[src/verilog/nas_pkg.sv]
// shared types and constants of the nibble alu with skip logic
// assumes a decoder that presents one decoded operation per cycle
package nas_pkg;

  // operation codes presented by the decoder
  typedef enum logic [4:0] {
    NAS_NOP,
    NAS_ADDS_A_IMM,   // accumulator add immediate, skip on carry
    NAS_ADDS_RP1_XA,  // pair plus wide pair, skip on carry
    NAS_ADD_WITH_CARRY_FLAG_A_MEM,
    NAS_ADD_WITH_CARRY_FLAG_XA_RP,
    NAS_ADD_WITH_CARRY_FLAG_RP1_XA,
    NAS_SUBTRACT_SKIP_ON_BORROW_A_MEM,
    NAS_SUBTRACT_SKIP_ON_BORROW_XA_RP,
    NAS_SUBTRACT_SKIP_ON_BORROW_RP1_XA,
    NAS_SUBTRACT_WITH_BORROW_A_MEM,
    NAS_SUBTRACT_WITH_BORROW_XA_RP,
    NAS_SUBTRACT_WITH_BORROW_RP1_XA,
    NAS_AND_A,
    NAS_AND_XA_RP,
    NAS_AND_RP1_XA,
    NAS_OR_A,
    NAS_OR_XA_RP,
    NAS_OR_RP1_XA,
    NAS_XOR_A,
    NAS_XOR_XA_RP,
    NAS_XOR_RP1_XA,
    NAS_ROTATE_RIGHT,
    NAS_COMPLEMENT,
    NAS_INCREMENT_AND_SKIP_REG,
    NAS_INCREMENT_AND_SKIP_PAIR,
    NAS_INCREMENT_AND_SKIP_MEM,
    NAS_DECREMENT_AND_SKIP_REG,
    NAS_DECREMENT_AND_SKIP_PAIR,
    NAS_SKE_REG
  } nas_op_e;

  // one decoded request
  typedef struct packed {
    logic       valid;
    nas_op_e    op;
    logic       imm_sel;   // logical ops on a: immediate instead of memory
    logic [3:0] nibble;    // nibble_immediate, single register or memory
    logic [7:0] acc_pair;  // wide_accumulator_pair contents
    logic [7:0] pair;      // any_register_pair or pair_except_accumulator
  } nas_req_s;

  // one result, registered
  typedef struct packed {
    logic       valid;
    logic [7:0] result;    // low nibble only for 4-bit forms
    logic       wide;      // result is 8 bits
    logic       carry_we;
    logic       carry_flag;
    logic       skip;
  } nas_res_s;

  localparam logic       NAS_CARRY_RST = 1'b0;
  localparam logic [3:0] NAS_NIB_ALL1  = 4'hf;
  localparam logic [7:0] NAS_PAIR_ALL1 = 8'hff;
  localparam logic [3:0] NAS_NIB_ZERO  = 4'h0;
  localparam logic [7:0] NAS_PAIR_ZERO = 8'h00;

endpackage

[src/verilog/nas_alu.sv]
// nibble alu with skip request and carry flag for a 4-bit core
// assumes the sequencer suppresses the instruction after a skip request
// Contract
// - pair plus wide pair skip form: skip on carry, carry flag untouched
// - add with carry: sum plus flag, flag set on carry else cleared
// - add with carry of accumulator and memory then accumulator add immediate: skip it on carry
// - subtract with borrow of accumulator and memory then add immediate: skip it on no borrow
// - subtract skip form: store difference, skip on borrow, flag kept
// - subtract with borrow: minus source and flag, flag is borrow
// - and of accumulator, pair or wide pair into destination
// - or of accumulator, pair or wide pair into destination
// - exclusive or of accumulator, pair or wide pair into destination
// - rotate accumulator right through the carry flag
// - complement accumulator bitwise
// - increment single register, skip when result zero
// - increment pointer pair, skip when result is 00h
// - increment memory nibble, skip when written value zero
// - decrement single register, skip when result is fh
// - decrement any pair, skip when result is ffh
// - compare register with immediate, skip on match, nothing altered
// - accumulator add immediate: skip on carry, carry flag untouched
`timescale 1ns/1ps
`default_nettype none
module nas_alu
  import nas_pkg::*;
(
  input  wire logic     clock,
  input  wire logic     rstn,
  input  wire nas_req_s req,
  output var  nas_res_s res,
  output var  logic     carry_flag
);

  // -----------------------------------------------------------------
  // state
  // -----------------------------------------------------------------
  typedef struct packed {
    nas_res_s res;
    logic     carry;
    logic     conv_pend;  // previous op set up a conversion pair
    logic     conv_skip;  // skip the following add immediate
  } nas_state_s;

  nas_state_s st;
  nas_state_s next_st;

  // 9-bit add of two bytes and a carry in
  function automatic logic [8:0] add8(input logic [7:0] a,
                                      input logic [7:0] b,
                                      input logic       ci);
    add8 = {1'b0, a} + {1'b0, b} + {8'h00, ci};
  endfunction

  // 9-bit subtract, top bit is borrow
  function automatic logic [8:0] sub8(input logic [7:0] a,
                                      input logic [7:0] b,
                                      input logic       bi);
    sub8 = {1'b0, a} - {1'b0, b} - {8'h00, bi};
  endfunction

  // -----------------------------------------------------------------
  // next state
  // -----------------------------------------------------------------
  always_comb begin
    logic [8:0] s;
    logic [4:0] n;
    logic [3:0] src;
    s = 9'h000;
    n = 5'h00;
    src = req.imm_sel ? req.nibble : req.nibble;
    next_st = st;
    next_st.res = '0;
    if (req.valid) begin
      next_st.res.valid = 1'b1;
      next_st.conv_pend = 1'b0;
      next_st.conv_skip = 1'b0;
      unique case (req.op)
        NAS_NOP: begin
        end
        NAS_ADDS_A_IMM: begin
          n = {1'b0, req.acc_pair[3:0]} + {1'b0, req.nibble};
          next_st.res.result = {4'h0, n[3:0]};
          // conversion pairing overrides the own skip
          if (st.conv_pend)
            next_st.res.skip = st.conv_skip;
          else
            next_st.res.skip = n[4];
        end
        NAS_ADDS_RP1_XA: begin
          s = add8(req.pair, req.acc_pair, 1'b0);
          next_st.res.result = s[7:0];
          next_st.res.wide = 1'b1;
          next_st.res.skip = s[8];
        end
        NAS_ADD_WITH_CARRY_FLAG_A_MEM: begin
          n = {1'b0, req.acc_pair[3:0]} + {1'b0, req.nibble}
              + {4'h0, st.carry};
          next_st.res.result = {4'h0, n[3:0]};
          next_st.carry = n[4];
          next_st.conv_pend = 1'b1;
          next_st.conv_skip = n[4];
        end
        NAS_ADD_WITH_CARRY_FLAG_XA_RP, NAS_ADD_WITH_CARRY_FLAG_RP1_XA: begin
          s = add8(req.pair, req.acc_pair, st.carry);
          next_st.res.result = s[7:0];
          next_st.res.wide = 1'b1;
          next_st.carry = s[8];
        end
        NAS_SUBTRACT_SKIP_ON_BORROW_A_MEM: begin
          n = {1'b0, req.acc_pair[3:0]} - {1'b0, req.nibble};
          next_st.res.result = {4'h0, n[3:0]};
          next_st.res.skip = n[4];
        end
        NAS_SUBTRACT_SKIP_ON_BORROW_XA_RP: begin
          s = sub8(req.acc_pair, req.pair, 1'b0);
          next_st.res.result = s[7:0];
          next_st.res.wide = 1'b1;
          next_st.res.skip = s[8];
        end
        NAS_SUBTRACT_SKIP_ON_BORROW_RP1_XA: begin
          s = sub8(req.pair, req.acc_pair, 1'b0);
          next_st.res.result = s[7:0];
          next_st.res.wide = 1'b1;
          next_st.res.skip = s[8];
        end
        NAS_SUBTRACT_WITH_BORROW_A_MEM: begin
          n = {1'b0, req.acc_pair[3:0]} - {1'b0, req.nibble}
              - {4'h0, st.carry};
          next_st.res.result = {4'h0, n[3:0]};
          next_st.carry = n[4];
          next_st.conv_pend = 1'b1;
          next_st.conv_skip = ~n[4];
        end
        NAS_SUBTRACT_WITH_BORROW_XA_RP: begin
          s = sub8(req.acc_pair, req.pair, st.carry);
          next_st.res.result = s[7:0];
          next_st.res.wide = 1'b1;
          next_st.carry = s[8];
        end
        NAS_SUBTRACT_WITH_BORROW_RP1_XA: begin
          s = sub8(req.pair, req.acc_pair, st.carry);
          next_st.res.result = s[7:0];
          next_st.res.wide = 1'b1;
          next_st.carry = s[8];
        end
        NAS_AND_A:
          next_st.res.result = {4'h0, req.acc_pair[3:0] & src};
        NAS_AND_XA_RP, NAS_AND_RP1_XA: begin
          next_st.res.result = req.acc_pair & req.pair;
          next_st.res.wide = 1'b1;
        end
        NAS_OR_A:
          next_st.res.result = {4'h0, req.acc_pair[3:0] | src};
        NAS_OR_XA_RP, NAS_OR_RP1_XA: begin
          next_st.res.result = req.acc_pair | req.pair;
          next_st.res.wide = 1'b1;
        end
        NAS_XOR_A:
          next_st.res.result = {4'h0, req.acc_pair[3:0] ^ src};
        NAS_XOR_XA_RP, NAS_XOR_RP1_XA: begin
          next_st.res.result = req.acc_pair ^ req.pair;
          next_st.res.wide = 1'b1;
        end
        NAS_ROTATE_RIGHT: begin
          next_st.res.result = {4'h0, st.carry, req.acc_pair[3:1]};
          next_st.carry = req.acc_pair[0];
        end
        NAS_COMPLEMENT:
          next_st.res.result = {4'h0, ~req.acc_pair[3:0]};
        NAS_INCREMENT_AND_SKIP_REG, NAS_INCREMENT_AND_SKIP_MEM: begin
          n = {1'b0, req.nibble} + 5'h01;
          next_st.res.result = {4'h0, n[3:0]};
          next_st.res.skip = (n[3:0] == NAS_NIB_ZERO);
        end
        NAS_INCREMENT_AND_SKIP_PAIR: begin
          s = add8(req.pair, 8'h01, 1'b0);
          next_st.res.result = s[7:0];
          next_st.res.wide = 1'b1;
          next_st.res.skip = (s[7:0] == NAS_PAIR_ZERO);
        end
        NAS_DECREMENT_AND_SKIP_REG: begin
          n = {1'b0, req.nibble} - 5'h01;
          next_st.res.result = {4'h0, n[3:0]};
          next_st.res.skip = (n[3:0] == NAS_NIB_ALL1);
        end
        NAS_DECREMENT_AND_SKIP_PAIR: begin
          s = sub8(req.pair, 8'h01, 1'b0);
          next_st.res.result = s[7:0];
          next_st.res.wide = 1'b1;
          next_st.res.skip = (s[7:0] == NAS_PAIR_ALL1);
        end
        NAS_SKE_REG: begin
          // compare only: register value passed back unchanged
          next_st.res.result = {4'h0, req.pair[3:0]};
          next_st.res.skip = (req.pair[3:0] == req.nibble);
        end
      endcase
      next_st.res.carry_we = (next_st.carry != st.carry)
                             || req.op inside {NAS_ADD_WITH_CARRY_FLAG_A_MEM,
                                NAS_ADD_WITH_CARRY_FLAG_XA_RP, NAS_ADD_WITH_CARRY_FLAG_RP1_XA,
                                NAS_SUBTRACT_WITH_BORROW_A_MEM, NAS_SUBTRACT_WITH_BORROW_XA_RP,
                                NAS_SUBTRACT_WITH_BORROW_RP1_XA, NAS_ROTATE_RIGHT};
      next_st.res.carry_flag = next_st.carry;
    end
  end

  // -----------------------------------------------------------------
  // registers
  // -----------------------------------------------------------------
  always_ff @(posedge clock or negedge rstn) begin
    if (!rstn) begin
      st <= '0;
    end else begin
      st <= next_st;
    end
  end

  // skip output handed to the sequencer, which drops the next op
  assign res = st.res;
  assign carry_flag = st.carry;

  // -----------------------------------------------------------------
  // checks
  // -----------------------------------------------------------------
  property p_skip_keeps_carry;
    @(posedge clock) disable iff (!rstn)
      req.valid && req.op inside {NAS_ADDS_A_IMM, NAS_ADDS_RP1_XA,
        NAS_SUBTRACT_SKIP_ON_BORROW_A_MEM, NAS_SUBTRACT_SKIP_ON_BORROW_XA_RP, NAS_SUBTRACT_SKIP_ON_BORROW_RP1_XA}
      |=> carry_flag == $past(carry_flag);
  endproperty
  a_skip_keeps_carry: assert property (p_skip_keeps_carry)
    else $error("skip form changed carry flag");

  property p_adds_pair_skip;
    @(posedge clock) disable iff (!rstn)
      req.valid && req.op == NAS_ADDS_RP1_XA
      |=> res.skip == ((9'({1'b0, $past(req.pair)})
          + 9'({1'b0, $past(req.acc_pair)})) > 9'h0ff);
  endproperty
  a_adds_pair_skip: assert property (p_adds_pair_skip)
    else $error("pair add skip wrong");

  property p_add_with_carry_flag_wide;
    @(posedge clock) disable iff (!rstn)
      req.valid && req.op == NAS_ADD_WITH_CARRY_FLAG_XA_RP
      |=> {carry_flag, res.result} == 9'({1'b0, $past(req.pair)})
          + 9'({1'b0, $past(req.acc_pair)}) + 9'($past(carry_flag));
  endproperty
  a_add_with_carry_flag_wide: assert property (p_add_with_carry_flag_wide)
    else $error("add with carry wrong");

  property p_conv_pair;
    @(posedge clock) disable iff (!rstn)
      req.valid && req.op == NAS_ADD_WITH_CARRY_FLAG_A_MEM ##1
      req.valid && req.op == NAS_ADDS_A_IMM
      |=> res.skip == $past(carry_flag, 1);
  endproperty
  a_conv_pair: assert property (p_conv_pair)
    else $error("conversion skip not tied to carry");

  property p_subtract_with_borrow_conv;
    @(posedge clock) disable iff (!rstn)
      req.valid && req.op == NAS_SUBTRACT_WITH_BORROW_A_MEM ##1
      req.valid && req.op == NAS_ADDS_A_IMM
      |=> res.skip == !$past(carry_flag, 1);
  endproperty
  a_subtract_with_borrow_conv: assert property (p_subtract_with_borrow_conv)
    else $error("conversion skip not tied to borrow");

  property p_rotate;
    @(posedge clock) disable iff (!rstn)
      req.valid && req.op == NAS_ROTATE_RIGHT
      |=> carry_flag == $past(req.acc_pair[0])
          && res.result[3] == $past(carry_flag);
  endproperty
  a_rotate: assert property (p_rotate)
    else $error("rotate through flag wrong");

  property p_decrement_and_skip_pair;
    @(posedge clock) disable iff (!rstn)
      req.valid && req.op == NAS_DECREMENT_AND_SKIP_PAIR
      |=> res.skip == ($past(req.pair) == 8'h00);
  endproperty
  a_decrement_and_skip_pair: assert property (p_decrement_and_skip_pair)
    else $error("pair decrement skip wrong");

  property p_increment_and_skip_reg;
    @(posedge clock) disable iff (!rstn)
      req.valid && req.op == NAS_INCREMENT_AND_SKIP_REG
      |=> res.skip == ($past(req.nibble) == 4'hf);
  endproperty
  a_increment_and_skip_reg: assert property (p_increment_and_skip_reg)
    else $error("increment skip wrong");

  property p_ske;
    @(posedge clock) disable iff (!rstn)
      req.valid && req.op == NAS_SKE_REG
      |=> res.skip == ($past(req.pair[3:0]) == $past(req.nibble))
          && $stable(carry_flag);
  endproperty
  a_ske: assert property (p_ske)
    else $error("compare skip wrong");

endmodule
`default_nettype wire

[config.mk]
export PLATFORM = sky130hd
export DESIGN_NAME = nas_alu
export DESIGN_NICKNAME = d
export VERILOG_FILES = /design/src/verilog/nas_pkg.sv /design/src/verilog/nas_alu.sv
export SDC_FILE = /design/constraint.sdc
export NUM_CORES = 1
export LEC_CHECK = 0
export BUFFER_PORTS_ARGS = -buffer_cell sky130_fd_sc_hd__buf_4
export CAP_MARGIN = 5
export CORE_MARGIN = 1
export CORE_UTILIZATION = 42
export DETAILED_ROUTE_END_ITERATION = 12
export SYNTH_ARGS = -nofsm -noshare
export SYNTH_HDL_FRONTEND = slang
export SYNTH_SLANG_ARGS = --single-unit
[constraint.sdc]
create_clock -name clock -period 2.8 [get_ports clock]
set_clock_uncertainty 0.2 [all_clocks]
set_input_delay 0.42 -clock clock [delete_from_list [all_inputs] [get_ports clock]]
set_output_delay 0.42 -clock clock [all_outputs]
set_load 0.01 [all_outputs]
==> summary.md, run 1 <==
| Metric | Value |
|---|---|
| TritonCTS Buffers | `3` |
| Area growth, synth to finish | `48.8%` |
| DRC | `0` |
| Synth cell types | `71` |
| Final Util | `0.648` |
| Clock-pin slew on the worst setup and hold paths | `approximately 0.060 ns` |
| Worst Max-Slew Pin Slew | `approximately 0.86 ns` |
| Detailed-route via count | `around 5600` |
| Finish-stage setup viols | `2` |
| Minimum clock period | `between 2 and 3 ns` |
| Switching portion of total power | `0.431` |
| RSZ-0062 raised after global routing | `yes` |
| Max-Cap Viols | `0` |
| GPL Wtd Cong | `between 1 and 1.5` |
| Critical Path AT | `around 2.8 ns` |
| P per Cell Area | `between 200 and 300 nW/um^2` |
| Final Max Tran Viols | `0` |
| Die Wd | `approximately 110 um` |
| Antenna-violating nets left | `0` |
| Part of the cycle the worst path needs | `1.02` |
| CP Capture Type | `flip-flop` |
| Post-synthesis compound-gate area fraction | `0.263` |
| Post-synthesis instance area | `roughly 4500 um^2` |
| NumNets Final | `916` |
| Routed WL | `between 15000 and 20000 um` |
| Fmax | `352 MHz` |
| Drt initial violations | `538` |
| Final hold viol count | `0` |
| Initial core utilization | `0.436` |
| Setup WS post-layout | `-0.0447 ns` |
| Vias in the first global route | `5335` |
| Fraction of synthesized area in multiplexers | `0.00441` |
| Wirelength per Cell | `between 15 and 20 um` |
| Top delay family on crit path | `simple AND/OR/NAND/NOR gates` |
| Number of diodes | `0` |
| Simple-gate share of the synthesized area | `0.259` |
| Synth async-reset ratio | `1.00` |
| Core area | `10400 um^2` |
| Most used DFF post-synth | `dfrtp_1` |
| Share of cells above drive strength 1 | `0.372` |
| Req. time, crit path | `between 2 and 3 ns` |
| Worst Hold Class | `in -> reg` |
| Number of antenna violations at the first check in global routing | `0` |
| Crit path buf inv count | `2` |
| Syn avg cell area | `roughly 7.2 um^2` |
| Clock network power share | `0.111` |
| Crit Path Max Fanout | `5` |
| FP Rows | `37` |
| Max VDD drop | `about 0.25 mV` |
| Ys Warns | `0` |
| CTS tree | `yes` |
| Critical Path Slowest Stage Cell | `fa_2` |
| Register area share after synthesis | `0.0882` |
| Number of flops mapped to enable cells by yosys | `0` |
| Sw power | `slightly above 800 uW` |
| Synth Area in XOR/XNOR | `0.114` |
| Worst setup path class | `in -> reg` |
| Critical Path Source Type | `primary input` |
| Global route total overflow | `0` |
| Clk_lat worst skew | `approximately 0.26 ns` |
| Total power | `about 1900 uW` |
| Failing checks | `negative setup slack` |
| Cell count after synthesis | `628` |
| Total GRT Usage | `0.324` |
| Sink Count | `16` |
| Die Ht | `between 100 and 150 um` |
| I/O Buffers | `41` |
| Outcome | `finished, violations left` |
| Root Buffer | `clkbuf_8` |
| Seq cells post-synth | `16` |
| Power Internal | `roughly 1100 uW` |
| Num ports | `43` |
| Largest net degree at the start of global routing | `17` |
| # H-tree levels | `1` |
| Leak pwr | `between 0.003 and 0.004 uW` |
| First-pass GRT wire length | `approximately 28000 um` |
| Crit path largest cell delay | `around 0.37 ns` |
| Vias per cell | `between 5 and 6` |
| Post-DP HPWL | `between 15000 and 20000 um` |
| Largest family of logic cells by synthesized area | `compound AO/OA/AOI/OAI gates` |
| Syn nets | `between 700 and 800` |
| Post-synthesis adder-cell area fraction | `0.193` |
| Part of the power in combinational logic | `0.743` |
| Slew HR | `0.421` |
| Die Footprint | `approximately 11000 um^2` |
| Drt pass-1 iters | `5` |
| Part of the power in registers | `0.146` |
| CTS max path bufs | `2` |
| Crit-path cells | `buf_12 -> buf_6 -> ha_4 -> fa_2 -> nor3_4 -> nor3_2 -> xnor2_2 -> nand3b_1 -> nor4_2 -> xor2_1 -> a221oi_2 -> a41oi_1` |
worst paths after layout:
| kind | startpoint | end | slack [ns] | depth (start not counted) |
|---|---|---|---|---|
| max | req[8] | carry_flag | -0.04 | 12 |
| min | req[26] | res[12] | 0.17 | 1 |
| max reg2reg | carry_flag | carry_flag | 0.19 | 7 |
| min reg2reg | st[0] | st[0] | 0.35 | 2 |
| max in group asynchronous | rstn | res[10] | 1.87 | 2 |
| min in group asynchronous | rstn | res[4] | 0.35 | 2 |
synthesized netlist by cell type, types with 12 or more instances:
master,instances,area (um^2)
nor2_1,73,274
ha_1,62,776
nand2_1,51,191
xnor2_1,39,342
a21oi_1,36,180
inv_1,34,128
o21ai_0,26,130
nand3_1,21,105
xor2_1,20,175
clkbuf_1,18,67.6
dfrtp_1,16,400
nor3_1,15,75.1
buf_4,14,105
nor4_1,14,87.6
a31oi_1,12,75.1
o22ai_1,12,75.1
power groups by stage:
stage	Clock [uW]	Combinational, uW	Sequential [uW]
floorplan	0	701	270
global placement	0	1240	277
detailed placement	0	1260	276
CTS	211	1300	273
global route	219	1490	274
finish	206	1390	273
cell families (layout without fill, tap and decap cells):
| logic type | after synthesis | after routing |
|---|---|---|
| and+or+nand+nor | 239 | 239 |
| AOI/OAI and AO/OA | 168 | 168 |
| DFF | 16 | 16 |
| adders and majority gates | 67 | 67 |
| xor gates and xnor gates | 59 | 59 |
| buffers and inverters | 77 | 268 |
| muxes | 2 | 2 |
area by class of cell:
class | count | area, um^2
timing repair buffer | 229 | 1820
fill | 936 | 3660
sequential | 16 | 400
clock buffer | 4 | 55.1
inverter | 35 | 145
multi-input combinational | 535 | 4170
tap | 136 | 170
cell usage in the layout (no fill, tap or decap), types with 9 or more instances in the layout:
cell and instances:
buf_6 9, nand3_1 21, nand2_1 51, dfrtp_1 16, buf_4 214, o21ai_0 25, ha_1 53, xor2_1 18
a21oi_1 32, nor3_1 13, nor2_1 69, nor2b_1 9, a31oi_1 12, xnor2_1 36, nor4_1 9, o22ai_1 11
inv_1 28
stage by stage:
step	instances	setup TNS (ns)	setup WS, ns	hold WS, ns	area, um^2
2_1_floorplan	628	-0.0491	-0.0474	-0.0756	4730
3_5_place_dp	942	-2.81	-0.396	0.0884	6320
6_report	955	-0.0572	-0.0447	0.166	6750
3_3_place_gp	942	-2.32	-0.321	0.0856	6320
4_1_cts	949	-0.00443	-0.00443	0.158	6510
5_1_grt	955	-0.387	-0.154	0.172	6750
registers in the layout (all words and copies together), names as in the netlist:
name	cells
carry_flag	1
res	13
st	2
per-layer routing:
metal / GRT usage / routed length (um) / up-vias
li1: - / - / 2649
met1: 0.460 / 8130 / 2633
met2: 0.521 / 8090 / 237
met3: 0.0258 / 1330 / 36
met4: 0.0972 / 463 / 0
met5: 0 / 0 / -
timing repair:
action,in CTS,in global routing
pin swaps,11,18
setup buffers,2,6
hold buffers,1,0
hold endpoints to repair,16,0
resized for setup,21,41
setup endpoints to repair,7,8
Note: power is estimated with default switching activity, not from simulation.
==> run 2: changes to the inputs <==
Settings changed: CORE_UTILIZATION 42 to 33, SKIP_LAST_GASP from default to 1.
==> summary.md, run 2 (synthesis results as in run 1) <==
| Metric | Value |
|---|---|
| Outcome | `finished, violations left` |
| Failing checks | `negative setup slack` |
| Crit Path Max Fanout | `5` |
| Setup WS post-layout | `-0.144 ns` |
| DRC | `0` |
| P per Cell Area | `just under 300 nW/um^2` |
| Die Ht | `about 120 um` |
| Leak pwr | `0.00308 uW` |
| Max reg flops | `13` |
| CTS tree | `yes` |
| Total power | `approximately 2000 uW` |
| Post-DP HPWL | `approximately 15000 um` |
| Antenna-violating nets left | `0` |
| Worst Max-Slew Pin Slew | `around 0.55 ns` |
| Wirelength per Cell | `between 15 and 20 um` |
| GPL Wtd Cong | `about 0.95` |
| Sink Count | `16` |
| Slew HR | `0.630` |
| Fmax | `~340 MHz` |
| Area growth, synth to finish | `51.9%` |
| Global route total overflow | `0` |
| Critical Path AT | `2.84 ns` |
| Req. time, crit path | `around 2.7 ns` |
| Number of diodes | `0` |
| Share of cells above drive strength 1 | `0.379` |
| Die Footprint | `~14000 um^2` |
| # fillers | `about 1300` |
| I/O Buffers | `between 40 and 50` |
| Final Max Tran Viols | `0` |
| Num ports | `43` |
| Final Util | `0.516` |
| Vias per cell | `~5.5` |
| Die Wd | `119 um` |
| Core area | `between 10000 and 15000 um^2` |
| Worst setup path class | `in -> reg` |
| TritonCTS Buffers | `3` |
| First-pass GRT wire length | `29000 um` |
| Max-Cap Viols | `0` |
| Drt initial violations | `530` |
| Most frequent cells in the layout | `227 x buf_4, 69 x nor2_1, 53 x ha_1` |
| Pre-CTS setup slack | `-0.385 ns` |
| Drt pass-1 iters | `5` |
| RSZ-0062 raised after global routing | `yes` |
| Worst Hold Class | `in -> reg` |
| Finish-stage setup viols | `5` |
| # H-tree levels | `1` |
| NumNets Final | `between 900 and 1000` |
| FP Rows | `between 40 and 50` |
| Vias in the first global route | `approximately 5500` |
| CP Capture Type | `flip-flop` |
| Initial core utilization | `0.340` |
| Total negative slack | `-0.372 ns` |
| Critical Path Source Type | `primary input` |
| Detailed-route via count | `around 5500` |
| CTS max path bufs | `2` |
| Hold WS | `between 0.15 and 0.2 ns` |
| Final hold viol count | `0` |
| Number of antenna violations at the first check in global routing | `0` |
| Max VDD drop | `0.165 mV` |
| Routed WL | `18600 um` |
| Largest net degree at the start of global routing | `17` |
| Most common cell after layout, fill and taps aside | `buf_4` |
| Clk_lat worst skew | `roughly 0.25 ns` |
| Part of the cycle the worst path needs | `1.05` |
| R2R Setup Slk | `approximately 0.26 ns` |
| Minimum clock period | `2.94 ns` |
| Clock-pin slew on the worst setup and hold paths | `roughly 0.050 ns` |
| Root Buffer | `clkbuf_16` |
| Total GRT Usage | `0.260` |
run 2: changes by cell type in the layout (fill, tap and decap cells not counted), moves of 2 or more:
cell,before,now
buf_4,214,227
xnor2_1,36,38
clkbuf_16,0,3
xnor2_2,3,1
inv_4,2,0
clkinvlp_4,1,3
clkbuf_8,4,1
buf_8,0,2
a31oi_1,12,10
buf_6,9,4
a31oi_2,0,2
run 2: repair_timing:
item | in CTS | in global routing
resized for setup | 33 | 21
setup buffers | 10 | 2
pin swaps | 21 | 15
hold buffers | 1 | 0
endpoints found under the hold margin | 16 | 0
setup endpoints to repair | 4 | 9
run 2: layer usage:
metal	up-vias	routed length [um]	track usage
li1	2663	-	-
met1	2632	8430	0.352
met2	204	8550	0.435
met3	34	1140	0.0230
met4	0	434	0.0783
met5	-	0	0
run 2: worst paths after layout:
kind                             from    endpoint  depth (start not counted)
min reg2reg                     st[0]       st[0]                          2
max                            req[8]  carry_flag                         12
min in group asynchronous        rstn       st[1]                          2
max reg2reg                carry_flag  carry_flag                          7
max in group asynchronous        rstn      res[9]                          2
min                           req[26]     res[12]                          1
run 2: area by class of cell:
cell class                 count  area (um^2)  share of cell area
clock buffer                   4         88.8              0.0129
tap                          176          220              0.0320
inverter                      35          148              0.0214
timing repair buffer         238         1870               0.271
sequential                    16          400              0.0581
multi-input combinational    535         4170               0.604
run 2: critical path: stages:
cell and delay, ns:
buf_6 0.11, buf_6 0.11, ha_4 0.16, fa_2 0.39, nor3_4 0.17, nor3_2 0.06, xnor2_1 0.28, nand3b_1 0.19
nor4_2 0.31, xor2_1 0.12, a221oi_2 0.34, a41oi_2 0.17
run 2: stage by stage:
| step | area (um^2) | cells |
|---|---|---|
| detailed placement | 6440 | 988 |
| finish | 6890 | 1004 |
| global route | 6890 | 1004 |
| floorplan | 4730 | 628 |
| CTS | 6770 | 1002 |
| global placement | 6440 | 988 |
run 2: power breakdown:
part / switching (uW) / leakage [uW] / internal, uW / total (uW)
Combinational: 722 / 0.00283 / 698 / 1420
Sequential: 16.5 / 0.000209 / 253 / 270
Clock: 85.5 / 0.0000442 / 216 / 302
Total: 824 / 0.00308 / 1170 / 1990
==> run 3: changes to the inputs <==
Settings changed: CORE_UTILIZATION 33 to 35.
Clock period 2.8 ns to 3.64 ns, I/O delays scaled along.
==> summary.md, run 3 (synthesis results as in run 1) <==
| Metric | Value |
|---|---|
| Outcome | `completed` |
| Cts hold-fix bufs | `1` |
| Slew HR | `0.438` |
| Worst Hold Class | `in -> reg` |
| Post-CTS setup buffer count | `0` |
| Part of the power in combinational logic | `0.639` |
| Most frequent cells in the layout | `83 x buf_4, 73 x nor2_1, 62 x ha_1` |
| Max VDD drop | `0.105 mV` |
| Sw power | `approximately 530 uW` |
| Req. time, crit path | `around 3.5 ns` |
| Share of cells above drive strength 1 | `0.153` |
| Final Max Tran Viols | `0` |
| CTS resizes | `0` |
| Minimum clock period | `roughly 3.3 ns` |
| Detailed-route via count | `4929` |
| RSZ-0062 raised after global routing | `no` |
| Leak pwr | `approximately 0.0023 uW` |
| NumNets Final | `just under 800` |
| Drt pass-1 iters | `5` |
| CP Capture Type | `flip-flop` |
| Vias in the first global route | `roughly 4700` |
| Die Ht | `around 120 um` |
| Post-DP HPWL | `roughly 14000 um` |
| Clk_lat worst skew | `approximately 0.24 ns` |
| Part of the power in registers | `0.173` |
| Num ports | `43` |
| TritonCTS Buffers | `3` |
| Number of antenna violations at the first check in global routing | `0` |
| Core area | `between 10000 and 15000 um^2` |
| # H-tree levels | `1` |
| Global route total overflow | `0` |
| Worst setup path class | `in -> reg` |
| Most common cell after layout, fill and taps aside | `buf_4` |
| Area growth, synth to finish | `15.7%` |
| Drt initial violations | `614` |
| Root Buffer | `clkbuf_16` |
| Power Internal | `683 uW` |
| Final Util | `0.416` |
| Vias per cell | `~5.8` |
| Hold WS | `approximately 0.3 ns` |
| Wirelength per Cell | `between 15 and 20 um` |
| P per Cell Area | `231 nW/um^2` |
| Sink Count | `16` |
| Total GRT Usage | `0.253` |
| Max-Cap Viols | `0` |
| Fmax | `301 MHz` |
| Final std cells w/o fill | `between 800 and 900` |
| Die Wd | `116 um` |
| Worst Max-Slew Pin Slew | `roughly 0.84 ns` |
| Finish-stage setup viols | `0` |
| GPL Wtd Cong | `between 0.9 and 1` |
| Largest net degree at the start of global routing | `32` |
| Critical Path Source Type | `primary input` |
| Critical Path AT | `between 3 and 4 ns` |
| Inst Count DP | `about 840` |
| Clock-pin slew on the worst setup and hold paths | `about 0.050 ns` |
| Total negative slack | `0 ns` |
| # fillers | `1342` |
| Max reg flops | `13` |
| Antenna-violating nets left | `0` |
| I/O Buffers | `41` |
| Number of diodes | `0` |
| Clock network power share | `0.188` |
| First-pass GRT wire length | `about 26000 um` |
| DRC | `0` |
| Final hold viol count | `0` |
| Initial core utilization | `0.360` |
| CTS max path bufs | `2` |
| FP Rows | `41` |
| Routed WL | `16500 um` |
| Part of the cycle the worst path needs | `0.913` |
| Switching portion of total power | `0.437` |
| Crit Path Max Fanout | `6` |
| Die Footprint | `13400 um^2` |
| CTS tree | `yes` |
-- run 3: area by class of cell --
class / instances / area [um^2] / share of cell area
inverters: 35 / 131 / 0.0250
clock buffers: 4 / 88.8 / 0.0169
flip-flops and latches: 16 / 400 / 0.0762
multi-input cells: 535 / 3780 / 0.720
repair buffers: 84 / 633 / 0.121
well taps: 172 / 215 / 0.0410
-- run 3: worst max-delay path: stages --
cell and delay, ns:
buf_4 0.13, inv_1 0.06, ha_1 0.22, fa_1 0.39, o21bai_1 0.14, a21oi_1 0.15
o32ai_1 0.59, o21bai_4 0.13, a211oi_2 0.23, xnor2_1 0.14, a221oi_2 0.34, a41oi_1 0.15
-- run 3: stage by stage --
| stage | setup slack [ns] | total power, uW | instance area, um^2 |
|---|---|---|---|
| 3_3_place_gp | 0.129 | 961 | 5150 |
| 4_1_cts | 0.305 | 1210 | 5250 |
| 2_1_floorplan | 0.155 | 712 | 4540 |
| 5_1_grt | 0.0919 | 1300 | 5250 |
| 6_report | 0.315 | 1210 | 5250 |
| 3_5_place_dp | 0.0748 | 970 | 5150 |
-- run 3: path summary, 6_finish.rpt --
kind,startpoint,end,slack [ns],depth (start not counted)
min in group asynchronous,rstn,res[10],0.50,2
worst max register to register,carry_flag,res[5],1.04,5
worst max-delay path,req[8],carry_flag,0.32,12
worst min register to register,st[0],st[0],0.35,2
max in group asynchronous,rstn,res[2],2.57,2
worst min-delay path,req[26],res[12],0.30,1
-- run 3: power by group through the flow --
| stage | logic, uW | registers [uW] | clock network, uW |
|---|---|---|---|
| 2_1_floorplan | 504 | 207 | 0 |
| 3_3_place_gp | 749 | 212 | 0 |
| 3_5_place_dp | 759 | 212 | 0 |
| 4_1_cts | 763 | 209 | 234 |
| 5_1_grt | 847 | 211 | 240 |
| 6_report | 776 | 210 | 228 |
-- run 3: routing by layer --
layer | vias up | GRT usage | routed length [um]
met5 | - | 0 | 0
met4 | 0 | 0.0667 | 330
met3 | 25 | 0.0167 | 839
met2 | 190 | 0.398 | 7290
met1 | 2351 | 0.370 | 8070
li1 | 2363 | - | -
